**src/verilog/tsf_pkg.sv**
```systemverilog
// Package: offsets, field positions and reset values of the converter status register
package tsf_pkg;

    // ------------------------------------------------------------
    // Register map
    // ------------------------------------------------------------
    localparam logic [7:0] CONVERTER_STATUS_OFFSET = 8'h01;
    localparam int STATUS_WIDTH = 16;

    // ------------------------------------------------------------
    // Field positions
    // ------------------------------------------------------------
    localparam int IRQ_SEL_MSB = 15;
    localparam int IRQ_SEL_LSB = 14;
    localparam int ACTIVE_BIT = 13;
    localparam int MODE_BIT = 12;
    localparam int SET_READY_BIT = 11;
    localparam int X_BIT = 10;
    localparam int Y_BIT = 9;
    localparam int PRESS_A_BIT = 8;
    localparam int PRESS_B_BIT = 7;
    localparam int BAT_A_BIT = 6;
    localparam int BAT_B_BIT = 5;
    localparam int AUX_BIT = 4;
    localparam int TEMP_A_BIT = 2;
    localparam int TEMP_B_BIT = 1;

    // ------------------------------------------------------------
    // Result channels, index order of the new-data flag vector
    // ------------------------------------------------------------
    localparam int NUM_RESULTS = 9;
    localparam int CH_X = 0;
    localparam int CH_Y = 1;
    localparam int CH_PRESS_A = 2;
    localparam int CH_PRESS_B = 3;
    localparam int CH_BAT_A = 4;
    localparam int CH_BAT_B = 5;
    localparam int CH_AUX = 6;
    localparam int CH_TEMP_A = 7;
    localparam int CH_TEMP_B = 8;

    // ------------------------------------------------------------
    // Pin-function codes and reset values
    // ------------------------------------------------------------
    localparam logic [1:0] IRQ_SEL_PEN = 2'h0;
    localparam logic [1:0] IRQ_SEL_DATA = 2'h1;
    localparam logic [1:0] IRQ_SEL_RESET = 2'h2;
    localparam logic FLAG_RESET = 1'h0;
    localparam logic IRQ_PIN_RESET = 1'h1;

endpackage

```
**src/verilog/tsf_status.sv**
```systemverilog
// Converter status register with new-data flags and interrupt pin control
// Behaviour
// Two-bit read/write pin-function field in bits 15:14, reset value binary 10.
// Code 00: pin goes low only on detected pen touch.
// Code 01: pin goes low as soon as one conversion set completes.
// Code 01 in scan: pin stays low until all relevant results read.
// Code 10 or 11: low on touch, high once selected conversions finish.
// Read-only bit 13 shows converter active, reset 0.
// Read-only bit 12 shows self-controlled (1) or host-controlled (0), reset 0.
// Data-ready bit sets on completed set, clears after all results read.
// X flag sets on new X result, clears after complete read.
// Y flag sets on new Y result, clears after complete read.
// First pressure flag sets on new result, clears after complete read.
// Second pressure flag sets on new result, clears after complete read.
// First battery flag sets on new result, clears after complete read.
// Second battery flag sets on new result, clears after complete read.
// Auxiliary flag sets on new result, clears after complete read.
// First temperature flag sets on new result, clears after complete read.
// Second temperature flag sets on new result, clears after complete read.
// Reserved bits read zero; writes change only the pin-function field.
// New result in same cycle as completing read keeps flag set.
`timescale 1ns/100ps
`default_nettype none

module tsf_status
#(
    parameter int NUM_RESULTS = tsf_pkg::NUM_RESULTS
)
(
    // Clock and reset
    input wire logic clock_in,
    input wire logic srst_in,
    // Register port from the serial control interface
    input wire logic [7:0] reg_addr_in,
    input wire logic reg_wr_in,
    input wire logic reg_rd_in,
    input wire logic [15:0] reg_wdata_in,
    output logic [15:0] reg_rdata_out,
    // Conversion engine events, same clock domain
    input wire logic [NUM_RESULTS-1:0] result_stored_in,
    input wire logic [NUM_RESULTS-1:0] result_read_done_in,
    input wire logic [NUM_RESULTS-1:0] result_selected_in,
    input wire logic set_done_in,
    input wire logic conversions_over_in,
    input wire logic converter_active_in,
    input wire logic self_control_in,
    // Pen detector, asynchronous to the clock
    input wire logic pen_touch_in,
    // Interrupt pin, active low
    output logic touch_or_ready_irq_n_out,
    // Status mirror for the rest of the device
    output logic result_set_ready_out
);

    // ------------------------------------------------------------
    // Pen input synchroniser
    // ------------------------------------------------------------
    logic pen_meta_ff;
    logic pen_sync_ff;
    logic pen_prev_ff;
    logic nxt_pen_meta;
    logic nxt_pen_sync;
    logic nxt_pen_prev;
    logic pen_rise;

    always_comb
    begin
        nxt_pen_meta = pen_touch_in;
        nxt_pen_sync = pen_meta_ff;
        nxt_pen_prev = pen_sync_ff;
        pen_rise = pen_sync_ff & ~pen_prev_ff;
    end

    always_ff @(posedge clock_in)
    begin
        if (srst_in)
        begin
            pen_meta_ff <= 1'b0;
            pen_sync_ff <= 1'b0;
            pen_prev_ff <= 1'b0;
        end
        else
        begin
            pen_meta_ff <= nxt_pen_meta;
            pen_sync_ff <= nxt_pen_sync;
            pen_prev_ff <= nxt_pen_prev;
        end
    end

    // ------------------------------------------------------------
    // Per-result new-data flags
    // ------------------------------------------------------------
    logic [NUM_RESULTS-1:0] new_flags;

    genvar gi;
    generate
        for (gi = 0; gi < NUM_RESULTS; gi = gi + 1)
        begin : g_flag

            tsf_new_flag u_flag
            (
                .clock_in(clock_in),
                .srst_in(srst_in),
                .stored_in(result_stored_in[gi]),
                .read_done_in(result_read_done_in[gi]),
                .flag_out(new_flags[gi])
            );
        end
    endgenerate

    // ------------------------------------------------------------
    // Pin-function field, data-ready bit and status bits
    // ------------------------------------------------------------
    logic [1:0] irq_sel_ff;
    logic result_set_ready_ff;
    logic converter_active_flag_ff;
    logic control_mode_flag_ff;
    logic [1:0] nxt_irq_sel;
    logic nxt_result_set_ready;
    logic nxt_converter_active_flag;
    logic nxt_control_mode_flag;
    logic status_hit;
    logic pending_any;
    logic pending_after;

    always_comb
    begin
        status_hit = (reg_addr_in == tsf_pkg::CONVERTER_STATUS_OFFSET);
        nxt_irq_sel = irq_sel_ff;
        if (reg_wr_in && status_hit)
        begin
            // Only the pin-function field is writable
            nxt_irq_sel = reg_wdata_in[tsf_pkg::IRQ_SEL_MSB:tsf_pkg::IRQ_SEL_LSB];
        end
        nxt_converter_active_flag = converter_active_in;
        nxt_control_mode_flag = self_control_in;
        // Selected results flagged now, and results still unread once this cycle's completing reads retire
        pending_any = |(new_flags & result_selected_in);
        pending_after = |((new_flags & ~result_read_done_in) | result_stored_in);
        nxt_result_set_ready = result_set_ready_ff;
        if (result_set_ready_ff && !pending_after)
        begin
            nxt_result_set_ready = 1'b0;
        end
        if (set_done_in)
        begin
            nxt_result_set_ready = 1'b1;
        end
    end

    always_ff @(posedge clock_in)
    begin
        if (srst_in)
        begin
            irq_sel_ff <= tsf_pkg::IRQ_SEL_RESET;
            result_set_ready_ff <= tsf_pkg::FLAG_RESET;
            converter_active_flag_ff <= tsf_pkg::FLAG_RESET;
            control_mode_flag_ff <= tsf_pkg::FLAG_RESET;
        end
        else
        begin
            irq_sel_ff <= nxt_irq_sel;
            result_set_ready_ff <= nxt_result_set_ready;
            converter_active_flag_ff <= nxt_converter_active_flag;
            control_mode_flag_ff <= nxt_control_mode_flag;
        end
    end

    // ------------------------------------------------------------
    // Interrupt pin
    // ------------------------------------------------------------
    logic irq_n_ff;
    logic nxt_irq_n;
    logic touch_low_ff;
    logic nxt_touch_low;

    always_comb
    begin
        // Touch hold: set by pen edge, released when selected conversions end
        nxt_touch_low = touch_low_ff;
        if (conversions_over_in)
        begin
            nxt_touch_low = 1'b0;
        end
        if (pen_rise)
        begin
            nxt_touch_low = 1'b1;
        end
        unique case (irq_sel_ff)
            tsf_pkg::IRQ_SEL_PEN:
            begin
                nxt_irq_n = ~pen_sync_ff;
            end
            tsf_pkg::IRQ_SEL_DATA:
            begin
                // Low from set completion until all relevant results are read
                nxt_irq_n = ~(nxt_result_set_ready | (result_set_ready_ff & pending_any));
            end
            default:
            begin
                nxt_irq_n = ~nxt_touch_low;
            end
        endcase
    end

    always_ff @(posedge clock_in)
    begin
        if (srst_in)
        begin
            touch_low_ff <= 1'b0;
            irq_n_ff <= tsf_pkg::IRQ_PIN_RESET;
        end
        else
        begin
            touch_low_ff <= nxt_touch_low;
            irq_n_ff <= nxt_irq_n;
        end
    end

    // ------------------------------------------------------------
    // Read data
    // ------------------------------------------------------------
    logic [15:0] status_word;
    logic [15:0] rdata_ff;
    logic [15:0] nxt_rdata;
    logic result_set_ready_out_ff;

    always_comb
    begin
        status_word = 16'h0000;
        status_word[tsf_pkg::IRQ_SEL_MSB:tsf_pkg::IRQ_SEL_LSB] = irq_sel_ff;
        status_word[tsf_pkg::ACTIVE_BIT] = converter_active_flag_ff;
        status_word[tsf_pkg::MODE_BIT] = control_mode_flag_ff;
        status_word[tsf_pkg::SET_READY_BIT] = result_set_ready_ff;
        status_word[tsf_pkg::X_BIT] = new_flags[tsf_pkg::CH_X];
        status_word[tsf_pkg::Y_BIT] = new_flags[tsf_pkg::CH_Y];
        status_word[tsf_pkg::PRESS_A_BIT] = new_flags[tsf_pkg::CH_PRESS_A];
        status_word[tsf_pkg::PRESS_B_BIT] = new_flags[tsf_pkg::CH_PRESS_B];
        status_word[tsf_pkg::BAT_A_BIT] = new_flags[tsf_pkg::CH_BAT_A];
        status_word[tsf_pkg::BAT_B_BIT] = new_flags[tsf_pkg::CH_BAT_B];
        status_word[tsf_pkg::AUX_BIT] = new_flags[tsf_pkg::CH_AUX];
        status_word[tsf_pkg::TEMP_A_BIT] = new_flags[tsf_pkg::CH_TEMP_A];
        status_word[tsf_pkg::TEMP_B_BIT] = new_flags[tsf_pkg::CH_TEMP_B];
        nxt_rdata = rdata_ff;
        if (reg_rd_in)
        begin
            // Other addresses belong to other blocks; this one answers zero
            nxt_rdata = status_hit ? status_word : 16'h0000;
        end
    end

    always_ff @(posedge clock_in)
    begin
        if (srst_in)
        begin
            rdata_ff <= 16'h0000;
            result_set_ready_out_ff <= tsf_pkg::FLAG_RESET;
        end
        else
        begin
            rdata_ff <= nxt_rdata;
            result_set_ready_out_ff <= nxt_result_set_ready;
        end
    end

    assign reg_rdata_out = rdata_ff;
    assign touch_or_ready_irq_n_out = irq_n_ff;
    assign result_set_ready_out = result_set_ready_out_ff;

endmodule

`default_nettype wire

```
**src/verilog/tsf_new_flag.sv**
```systemverilog
// Sticky new-data flag for one result register
`timescale 1ns/100ps
`default_nettype none

module tsf_new_flag
(
    // Clock and reset
    input wire logic clock_in,
    input wire logic srst_in,
    // Events
    input wire logic stored_in,
    input wire logic read_done_in,
    // Flag
    output logic flag_out
);

    logic flag_ff;
    logic nxt_flag;

    always_comb
    begin
        nxt_flag = flag_ff;
        if (read_done_in)
        begin
            nxt_flag = 1'b0;
        end
        // A result landing on the completing read keeps the flag up
        if (stored_in)
        begin
            nxt_flag = 1'b1;
        end
    end

    always_ff @(posedge clock_in)
    begin
        if (srst_in)
        begin
            flag_ff <= tsf_pkg::FLAG_RESET;
        end
        else
        begin
            flag_ff <= nxt_flag;
        end
    end

    assign flag_out = flag_ff;

endmodule

`default_nettype wire

```
**config.mk**
```make
export PLATFORM = sky130hd
export DESIGN_NAME = tsf_status
export DESIGN_NICKNAME = d
export VERILOG_FILES = /design/src/verilog/tsf_pkg.sv /design/src/verilog/tsf_status.sv /design/src/verilog/tsf_new_flag.sv
export SDC_FILE = /design/constraint.sdc
export NUM_CORES = 1
export LEC_CHECK = 0
export BUFFER_PORTS_ARGS = -buffer_cell sky130_fd_sc_hd__buf_2
export CELL_PAD_IN_SITES_DETAIL_PLACEMENT = 1
export CELL_PAD_IN_SITES_GLOBAL_PLACEMENT = 1
export CORE_ASPECT_RATIO = 0.6
export CORE_MARGIN = 3
export CORE_UTILIZATION = 25
export DETAILED_ROUTE_END_ITERATION = 7
export GPL_TIMING_DRIVEN = 0
export HOLD_SLACK_MARGIN = 0.06
export PLACE_DENSITY = 0.68
export SLEW_MARGIN = 20
export SYNTH_ARGS = -nofsm -noshare
export SYNTH_HDL_FRONTEND = slang
export SYNTH_SLANG_ARGS = --single-unit
```
**constraint.sdc**
```tcl
create_clock -name clock_in -period 2.4 [get_ports clock_in]
set_input_delay 0.72 -clock clock_in [delete_from_list [all_inputs] [get_ports clock_in]]
set_output_delay 0.72 -clock clock_in [all_outputs]
set_load 0.02 [all_outputs]
```
After elaboration in Yosys (flattened, before gate mapping)
Index checks and enable logic that the tools add are counted.
- bits in registers: 35
- latch bits: 0
- memory bits (writable): 0
- ROM bits: 0
- bits of input ports: 60
- output and inout port bits: 18
- memories kept: 0
- add/subtract/negate cells: 0
- multiply operators: 0
- divide/modulo/power cells: 0
- $lt $le $gt $ge: 0
- eq/ne operators: 2
- shift-type cells: 0
- mux-type cells: 24
- bitwise logic cells: 11
- reductions and logical operators: 15
- operator list (cell ; count):
    1-bit 2-to-1 mux ; 22
    9-bit bitwise AND ; 2
    2-bit nonzero test ; 9
    9-bit OR reduction ; 2
    16-bit 2-to-1 mux ; 1
    9-bit inverter ; 1
    9-bit OR ; 1
    8-bit by 1-bit equality test with 1-bit output, second input constant ; 1
    1-bit inverter ; 4
    1-bit bitwise AND ; 2
    2-bit by 1-bit equality test with 1-bit output, second input constant ; 1
    1-bit logical AND ; 2
    2-bit logical NOT ; 1
    1-bit case mux with 2 select lines ; 1
    1-bit logical NOT ; 1
    1-bit OR ; 1

Logic depth before layout (Yosys ltp)
Gate-level depths: netlist (run 1).
- word-level depth: 11
- depth in mapped cells: 6

Hierarchy
From an unflattened synthesis (run 1), not the netlist that was laid out.
- cells, all modules: 159
- area total of the unflattened synthesis: 1426.4 um^2
- modules (own cells, without submodules) (module ; instances ; cells each ; area each (um^2)):
    tsf_status ; 1 ; 123 ; 1077.3
    tsf_new_flag ; 9 ; 4 ; 38.8

Worst setup path before layout (run 1)
No wires, ideal clock.
- kind: input -> register
- start point: input reg_addr_in[3]
- end point: register rdata_ff[11] (netlist: reg_rdata_out[11])
- setup time: 65 ps
- data arrival time: 1933 ps
- required time: 2335 ps
- path slack: 402 ps
- stages on the path: 6
- buffers on the path: 1
- cell sequence: or4b_1 nor3_2 and2_4 buf_8 a21oi_1 nor2_1
- longest elaborated chain between the ends: 2
- RTL lines (what ; RTL line ; text):
    from (decl) ; tsf_status.sv:34 ; input wire logic [7:0] reg_addr_in,
    8-bit by 1-bit equality test with 1-bit output ; tsf_status.sv:128 ; status_hit = (reg_addr_in == tsf_pkg::CONVERTER_STATUS_OFFSET);
    16-bit 2-to-1 mux ; tsf_status.sv:248 ; nxt_rdata = status_hit ? status_word : 16'h0000;
    to (signal assigned) ; tsf_status.sv:261 ; rdata_ff <= nxt_rdata;
    to (decl) ; tsf_status.sv:224 ; logic [15:0] rdata_ff;
No other way between the ends.
A chain may end at the register's enable or synchronous reset.

Final worst setup path (run 1)
Same ends and word-level chain as after synthesis.

==> metrics.md, run 1 <==
| Metric | Value |
|---|---|
| Status | finished clean |
| Finish-stage setup viols | 0 |
| Mapped Cells | 145 |
| Worst EP required | 2.61 ns |
| RR Startpoint | g_flag[3].u_flag.flag_out |
| Core area | 4707 um2 |
| Overall routing resource usage | 0.1313 |
| First-pass iteration count of the detailed router | 4 |
| Die W | 97.47 um |
| Initial Util | 0.2666 |
| Top cell type's share of synthesized area | 0.5264 |
| Remaining global-route overflow | 0 |
| Maximum clock frequency | 516.2 MHz |
| Ys async rst share | 0 |
| DR vias/cell | 4.410 |
| Most common cell in the synthesized netlist | dfxtp_1 |
| Largest cells by area after synthesis | dfxtp_1 (53%), nor2b_1 (10%), a21oi_1 (9.6%) |
| Post-synth top flop | dfxtp_1 |
| Vias in the first global route | 1227 |
| CTS root buf | clkbuf_8 |
| TritonCTS clock tree | done |
| Average footprint of a synthesized cell | 8.655 um2 |
| Peak VDD IR | 0.2810 mV |
| GPL Wtd Cong | 0.7605 |
| HPWL Detailed | 2913 um |
| WS Path Type | primary input to flop |
| Post-synth top cells | dfxtp_1 (33), a21oi_1 (24), nor2_1 (24) |
| Routed len/inst | 12.97 um |
| Hold Crit Class | flop to flop |
| Clk_lat worst skew | 0.28 ns |
| Critical path endpoint | reg_rdata_out[11] |
| Final net count | 274 |
| Sequential area share after synthesis | 0.5264 |
| Die area | 5934 um2 |
| Setup Skew | 0.008515 ns |
| CP Data Arrival Time | 2.15 ns |
| Critical Path Source Type | primary input |
| Metal3 WL | 246 um |
| Setup_tns | 0 ns |
| Tcrit/Tclk final | 0.8072 |
| Least-Margin Pin Slew | 0.5202 ns |
| EDFF count, synth | 0 |
| Post-CTS setup buffers | 0 |
| CP Max Fanout | 10 |
| Max cap viols | 0 |
| Layout cell share with drive strength beyond 1 | 0.3395 |
| Final worst path period need | 1.937 ns |
| Htree depth | 2 |
| R2r endpoint | touch_or_ready_irq_n_out |
| Routed wl met2 | 1485 um |
| Distinct cell type count after synthesis | 25 |
| Crit. End Element | flop |
| Final Hold Fails | 0 |
| Worst Setup SP | reg_addr_in[3] |
| R2R Setup Slk | 1.07 ns |
| Initial antenna violation count | 0 |
| Pre-CTS setup slack | 0.1560 ns |
| Seq cells post-synth | 33 |
| First-pass GRT wire length | 5892 um |
| Number of diodes | 0 |
| Num CTS Buffers | 5 |
| Power Dens Cells | 686.4 nW/um2 |
| Max Root-Sink Buffers | 2 |
| Row count | 19 |
| Hold-fix buffers, CTS | 0 |
| P_leak | 0.0008329 uW |
| DRT iter0 DRCs | 28 |
| Top layer in use | met4 |
| I/O Buffers | 61 |
| Die Ht | 60.88 um |
| RSZ-0062 raised after global routing | false |
| Area leader, netlist | dfxtp_1 |
| Post-route DRC | 0 |
| CTS clk-pin slew, worst paths | 0.06 ns |
| Largest net degree at the start of global routing | 11 |
| Total clock sinks | 33 |
| Max-slew violations | 0 |
| Slew margin rel. | 0.6532 |
| Ys Warns | 0 |
| Via count | 1226 |
| Post-Syn Area | 1255 um2 |
| Worst Hold Depth | 1 |
| WL final | 3606 um |
| Reg2Reg Depth | 5 |
| Post-route ant nets | 0 |
| CTS resizes | 0 |
| Io pins | 78 |
| Area growth syn-to-layout | 40.18% |
| Wire length on met1 | 1833 um |
| Setup WS post-layout | 0.4627 ns |
-- power by group --
part	switching [uW]	internal (uW)	leakage [uW]
Clock	198	338	0.0000585
Sequential	10.9	564	0.000270
Combinational	49.2	47.2	0.000504
-- layout make-up --
class                   count  area [um2]
repair buffers             61       305.3
flip-flops and latches     33       660.6
fillers                   596        2948
clock buffers               7       86.33
well taps                  63       78.83
plain buffers               7       45.04
clock inverters             1       30.03
multi-input cells          95       511.7
inverters                  11       41.29
-- cell families (layout without fill, tap and decap cells) --
logic type	after synthesis	in the layout	synth area share
other	1	2	0.002988
AOI/OAI and AO/OA	33	33	0.1506
DFF	33	33	0.5264
buffers and inverters	18	87	0.06878
and+or+nand+nor	60	60	0.2512
-- stage by stage --
step	util	hold WS (ns)	cells	area (um2)	power [uW]
2_1_floorplan	-	0.4138	146	1259	628.1
3_3_place_gp	0.3490	0.4161	270	1643	682.8
3_5_place_dp	0.3490	0.4304	270	1643	685.3
4_1_cts	0.3737	0.4465	278	1759	1229
5_1_grt	0.3737	0.4779	278	1759	1263
6_report	0.3737	0.4408	278	1759	1208
-- critical path, stage by stage --
cell     delay (ns)
buf_2          0.09
or4b_1         0.53
nor3_2         0.28
and2_4         0.24
buf_8          0.14
a21oi_1        0.07
nor2_1         0.08
-- cells in the final DEF, fill, tap and decap left out --
cell	count
a211oi_1	1
a21oi_1	24
a222oi_1	1
a22o_1	1
a22oi_1	3
and2_4	1
buf_2	61
buf_4	2
buf_8	1
bufinv_16	1
clkbuf_1	5
clkbuf_8	6
conb_1	2
dfxtp_1	33
inv_1	11
nand2_1	3
nand2b_1	1
nand3_1	3
nand3b_1	2
nand4_1	2
nor2_1	24
nor2b_1	20
nor3_1	1
nor3_2	1
o21ai_0	2
o32a_1	1
or3_1	1
or4b_1	1
-- sequential cells by signal (all words and copies together) (netlist names) --
name                      count
reg_rdata_out                14
g_flag.u_flag.flag_out        9
irq_sel_ff                    2
control_mode_flag_ff          1
converter_active_flag_ff      1
nxt_pen_prev                  1
nxt_pen_sync                  1
pen_prev_ff                   1
result_set_ready_out          1
touch_low_ff                  1
touch_or_ready_irq_n_out      1
-- how the worst min path moves through the flow --
stage / startpoint / end / slack, ns
after floorplan: nxt_pen_sync / nxt_pen_prev / 0.41
after global placement: nxt_pen_sync / nxt_pen_prev / 0.42
after detailed placement: nxt_pen_sync / nxt_pen_prev / 0.43
after CTS: nxt_pen_sync / nxt_pen_prev / 0.45
after global routing: nxt_pen_sync / nxt_pen_prev / 0.48
final: nxt_pen_sync / nxt_pen_prev / 0.44
-- metal layers --
metal,up-vias,GRT usage
li1,612,-
met2,42,0.1850
met1,567,0.1843
met3,5,0.04822
met4,0,0.04734
met5,-,0
(Power assumes the default switching activity.)
==> run 2: changes to the inputs <==
- clock period: 2.4 -> 1.9 ns (I/O delays scaled with it)
==> run 2 against run 1 <==
Net effect:
- hold slack unchanged
- non-clock buffer count did not move
- via count about the same
- die area is the same
- highest routed layer unchanged
- combinational power up 27%
==> metrics.md, run 2 (synthesis results as in run 1) <==
| Metric | Value |
|---|---|
| Max FFs per register | 14 |
| GPL Wtd Cong | 0.7605 |
| Most common cell after layout, fill and taps aside | buf_2 |
| Remaining global-route overflow | 0 |
| I/O Buffers | 61 |
| CTS clk-pin slew, worst paths | 0.06 ns |
| Power Dens Cells | 864.5 nW/um2 |
| Critical Path Source Type | primary input |
| Finish-stage setup viols | 0 |
| Largest net degree at the start of global routing | 11 |
| Die W | 97.47 um |
| CP Max Fanout | 10 |
| Clk_lat worst skew | 0.28 ns |
| Total clock sinks | 33 |
| Max Root-Sink Buffers | 2 |
| Hold_ws | 0.4408 ns |
| Maximum clock frequency | 562.6 MHz |
| Least-Margin Pin Slew | 0.5202 ns |
| Number of diodes | 0 |
| Status | finished clean |
| Commonest cells after routing, fill and taps aside | buf_2 (61), dfxtp_1 (33), a21oi_1 (24), nor2_1 (24), nor2b_1 (20) |
| Io pins | 78 |
| Buf/Inv on CP | 2 |
| HPWL Detailed | 2913 um |
| Core Util, Final | 0.3751 |
| Crit. End Element | flop |
| Tcrit/Tclk final | 0.9356 |
| Row count | 19 |
| RSZ-0062 raised after global routing | false |
| Final Cell Area | 1765 um2 |
| Routed len/inst | 12.97 um |
| Number of fill cells in the layout | 597 |
| CTS root buf | clkbuf_8 |
| Cell Area, Placed | 1643 um2 |
| Vias in the first global route | 1227 |
| Core area | 4707 um2 |
| Post-route ant nets | 0 |
| Area growth syn-to-layout | 40.68% |
| Layout cell share with drive strength beyond 1 | 0.3395 |
| Crit-path slowest cell | or4b_1 |
| Via count | 1225 |
| Worst EP required | 2.11 ns |
| CP Cell Sequence | buf_2, or4b_1, nor3_4, and2_4, buf_8, a21oi_1, nor2_1 |
| Max cap viols | 0 |
| DR vias/cell | 4.406 |
| Max-slew violations | 0 |
| CP max stage delay | 0.57 ns |
| Pre-CTS setup slack | -0.1940 ns |
| Setup WS post-layout | 0.1225 ns |
| Peak VDD IR | 0.3550 mV |
| Overall routing resource usage | 0.1313 |
| P_leak | 0.0008398 uW |
| Final Hold Fails | 0 |
| Initial Util | 0.2666 |
| TritonCTS clock tree | done |
| Initial antenna violation count | 0 |
| DRT iter0 DRCs | 28 |
| Die Ht | 60.88 um |
| Slew margin rel. | 0.6532 |
| First-pass iteration count of the detailed router | 4 |
| Setup Skew | 0.008515 ns |
| Setup_tns | 0 ns |
| Hold Crit Class | flop to flop |
| Htree depth | 2 |
| WS Path Type | primary input to flop |
| Num CTS Buffers | 5 |
| Hold-fix buffers, CTS | 0 |
| First-pass GRT wire length | 5892 um |
| Final worst path period need | 1.778 ns |
| Post-route DRC | 0 |
| Final net count | 274 |
| WL final | 3607 um |
| Die area | 5934 um2 |
| Top cell family by delay on the critical path | simple AND/OR/NAND/NOR gates |
| CP Data Arrival Time | 1.99 ns |
run 2: cell counts in the layout (fill, tap and decap cells not counted):
Identical to the previous run, type by type.
run 2: path summary, 6_finish.rpt:
kind / to / slack (ns) / start / cells past startpoint
worst max-delay path: reg_rdata_out[11] / 0.12 / reg_addr_in[3] / 7
worst min-delay path: nxt_pen_prev / 0.44 / nxt_pen_sync / 1
worst max register to register: touch_or_ready_irq_n_out / 0.57 / g_flag[3].u_flag.flag_out / 5
worst min register to register: nxt_pen_prev / 0.44 / nxt_pen_sync / 1
run 2: layout make-up:
type	count	area [um2]	area share
inverters	11	41.29	0.02339
clock inverters	1	30.03	0.01701
clock buffers	7	86.33	0.04890
flip-flops and latches	33	660.6	0.3742
plain buffers	7	45.04	0.02551
multi-input cells	95	518.0	0.2934
repair buffers	61	305.3	0.1729
well taps	63	78.83	0.04465
run 2: repair_timing:
action	in CTS	in global routing
endpoints found under the setup margin	0	4
resized for setup	0	1
buffers inserted	0	0
run 2: layer usage:
| metal | vias up | part of all wire | GRT usage |
|---|---|---|---|
| met5 | - | 0 | 0 |
| met4 | 0 | 0.011 | 0.04734 |
| met3 | 5 | 0.068 | 0.04822 |
| met2 | 42 | 0.41 | 0.1850 |
| met1 | 566 | 0.51 | 0.1843 |
| li1 | 612 | - | - |
run 2: report_power, final:
part	internal, uW	switching (uW)
clock	427	250
combinational	59.8	63.1
sequential	712	13.8
run 2: through the flow:
stage,power (uW),cells
3_3_place_gp,862.5,270
3_5_place_dp,865.7,270
4_1_cts,1552,278
5_1_grt,1597,278
2_1_floorplan,793.4,146
6_report,1526,278
==> run 3: changes to the inputs <==
- CORE_MARGIN: 3 -> not set
==> run 3 against run 2 <==
Net effect:
- global-route usage rose by 1.6 points
- clock skew shrank 0.0049 ns
- first-iteration DRC count shrank 21%
- core utilization down 0.77 points
- power shrank 12%
- largest power group unchanged
==> metrics.md, run 3 (synthesis results as in run 1) <==
| Metric | Value |
|---|---|
| Post-CTS setup buffers | 0 |
| Max cap viols | 0 |
| Cell Area, Placed | 1643 um2 |
| Max Root-Sink Buffers | 2 |
| Largest net degree at the start of global routing | 11 |
| Final Hold Fails | 0 |
| Finish-stage setup viols | 0 |
| Hold Crit Class | flop to flop |
| Worst EP required | 2.11 ns |
| Remaining global-route overflow | 0 |
| Critical Path Source Type | primary input |
| Most common cell after layout, fill and taps aside | buf_2 |
| Setup_tns | 0 ns |
| Final worst path period need | 1.789 ns |
| Post-route DRC | 0 |
| Num CTS Buffers | 5 |
| Number of fill cells in the layout | 603 |
| Core area | 4707 um2 |
| Max FFs per register | 14 |
| Final Non-Filler Cells | 278 |
| Initial Util | 0.2666 |
| Die area | 5316 um2 |
| Final Cell Area | 1729 um2 |
| HPWL Detailed | 2777 um |
| CP Data Arrival Time | 2.00 ns |
| Maximum clock frequency | 559.1 MHz |
| CP max stage delay | 0.57 ns |
| Htree depth | 2 |
| GPL Wtd Cong | 0.7041 |
| Tcrit/Tclk final | 0.9414 |
| Setup Skew | 0.003567 ns |
| Overall routing resource usage | 0.1468 |
| Peak VDD IR | 0.2990 mV |
| RSZ-0062 raised after global routing | false |
| Die W | 93.47 um |
| Number of diodes | 0 |
| CP Max Fanout | 10 |
| TritonCTS clock tree | done |
| Reg2Reg Depth | 5 |
| Io pins | 78 |
| Power Dens Cells | 780.4 nW/um2 |
| Post-route ant nets | 0 |
| Initial antenna violation count | 0 |
| Area growth syn-to-layout | 37.79% |
| Layout cell share with drive strength beyond 1 | 0.3302 |
| Via count | 1220 |
| FF/Latch Area | 660.6 um2 |
| DRT iter0 DRCs | 22 |
| Final net count | 274 |
| WL final | 3577 um |
| Slew margin rel. | 0.6564 |
| I/O Buffers | 61 |
| CTS root buf | clkbuf_8 |
| Placed Cells | 270 |
| Clk_lat worst skew | 0.28 ns |
| Crit. End Element | flop |
| P_leak | 0.0008208 uW |
| Least-Margin Pin Slew | 0.5153 ns |
| First-pass iteration count of the detailed router | 4 |
| Vias in the first global route | 1205 |
| CTS clk-pin slew, worst paths | 0.06 ns |
| Max-slew violations | 0 |
| Total clock sinks | 33 |
| Worst Hold Depth | 1 |
| Status | finished clean |
| First-pass GRT wire length | 5733 um |
| Die Ht | 56.88 um |
| DR vias/cell | 4.388 |
| Commonest cells after routing, fill and taps aside | buf_2 (61), dfxtp_1 (33), a21oi_1 (24), nor2_1 (24), nor2b_1 (20) |
| Row count | 19 |
| Crit-path slowest cell | or4b_1 |
| WS Path Type | primary input to flop |
| Routed len/inst | 12.87 um |
| Multi-input logic area | 518.0 um2 |
| CP Cell Sequence | buf_2, or4b_1, nor3_4, and2_4, buf_8, a21oi_1, nor2_1 |
run 3: final cells by class:
| cell class | instances | area share |
|---|---|---|
| sequential | 33 | 0.3821 |
| buffer | 7 | 0.02605 |
| clock buffer | 8 | 0.04631 |
| inverter | 11 | 0.02388 |
| multi-input combinational | 95 | 0.2996 |
| timing repair buffer | 61 | 0.1766 |
| tap | 63 | 0.04559 |
run 3: routing by layer:
metal | up-vias | GRT usage | wire (um)
met3 | 6 | 0.05827 | 272
li1 | 614 | - | -
met1 | 562 | 0.1946 | 1833
met5 | - | 0 | 0
met2 | 38 | 0.2174 | 1442
met4 | 0 | 0.04615 | 29
run 3: timing repair:
action / in CTS / in global routing
gates resized for setup: 0 / 1
hold buffers: 0 / 0
setup endpoints to repair: 0 / 1
run 3: critical path, delay by kind of cell:
family | cells | cell delay, ns
AOI/OAI and AO/OA | 1 | 0.07
and+or+nand+nor | 4 | 1.14
buffers and inverters | 2 | 0.23
run 3: per-stage QoR:
step                      total power (uW)  setup WS (ns)    util  hold slack [ns]
after global routing                  1425        0.03408  0.3674           0.4671
after detailed placement             867.2        -0.2142  0.3490           0.4268
after CTS                             1361        0.07021  0.3660           0.4423
after floorplan                      793.4        0.05178       -           0.4138
after global placement               863.1        -0.1830  0.3490           0.4206
final                                 1349         0.1113  0.3674           0.4385
run 3: power breakdown:
| part | switching, uW | total, uW | internal (uW) |
|---|---|---|---|
| sequential | 16.0 | 729 | 713 |
| clock | 238 | 498 | 260 |
| combinational | 63.0 | 123 | 59.7 |
run 3: path summary, 6_finish.rpt:
kind	startpoint	to	slack (ns)
worst max-delay path	reg_addr_in[3]	reg_rdata_out[12]	0.11
worst min-delay path	nxt_pen_sync	nxt_pen_prev	0.44
worst max register to register	g_flag[3].u_flag.flag_out	touch_or_ready_irq_n_out	0.43
worst min register to register	nxt_pen_sync	nxt_pen_prev	0.44
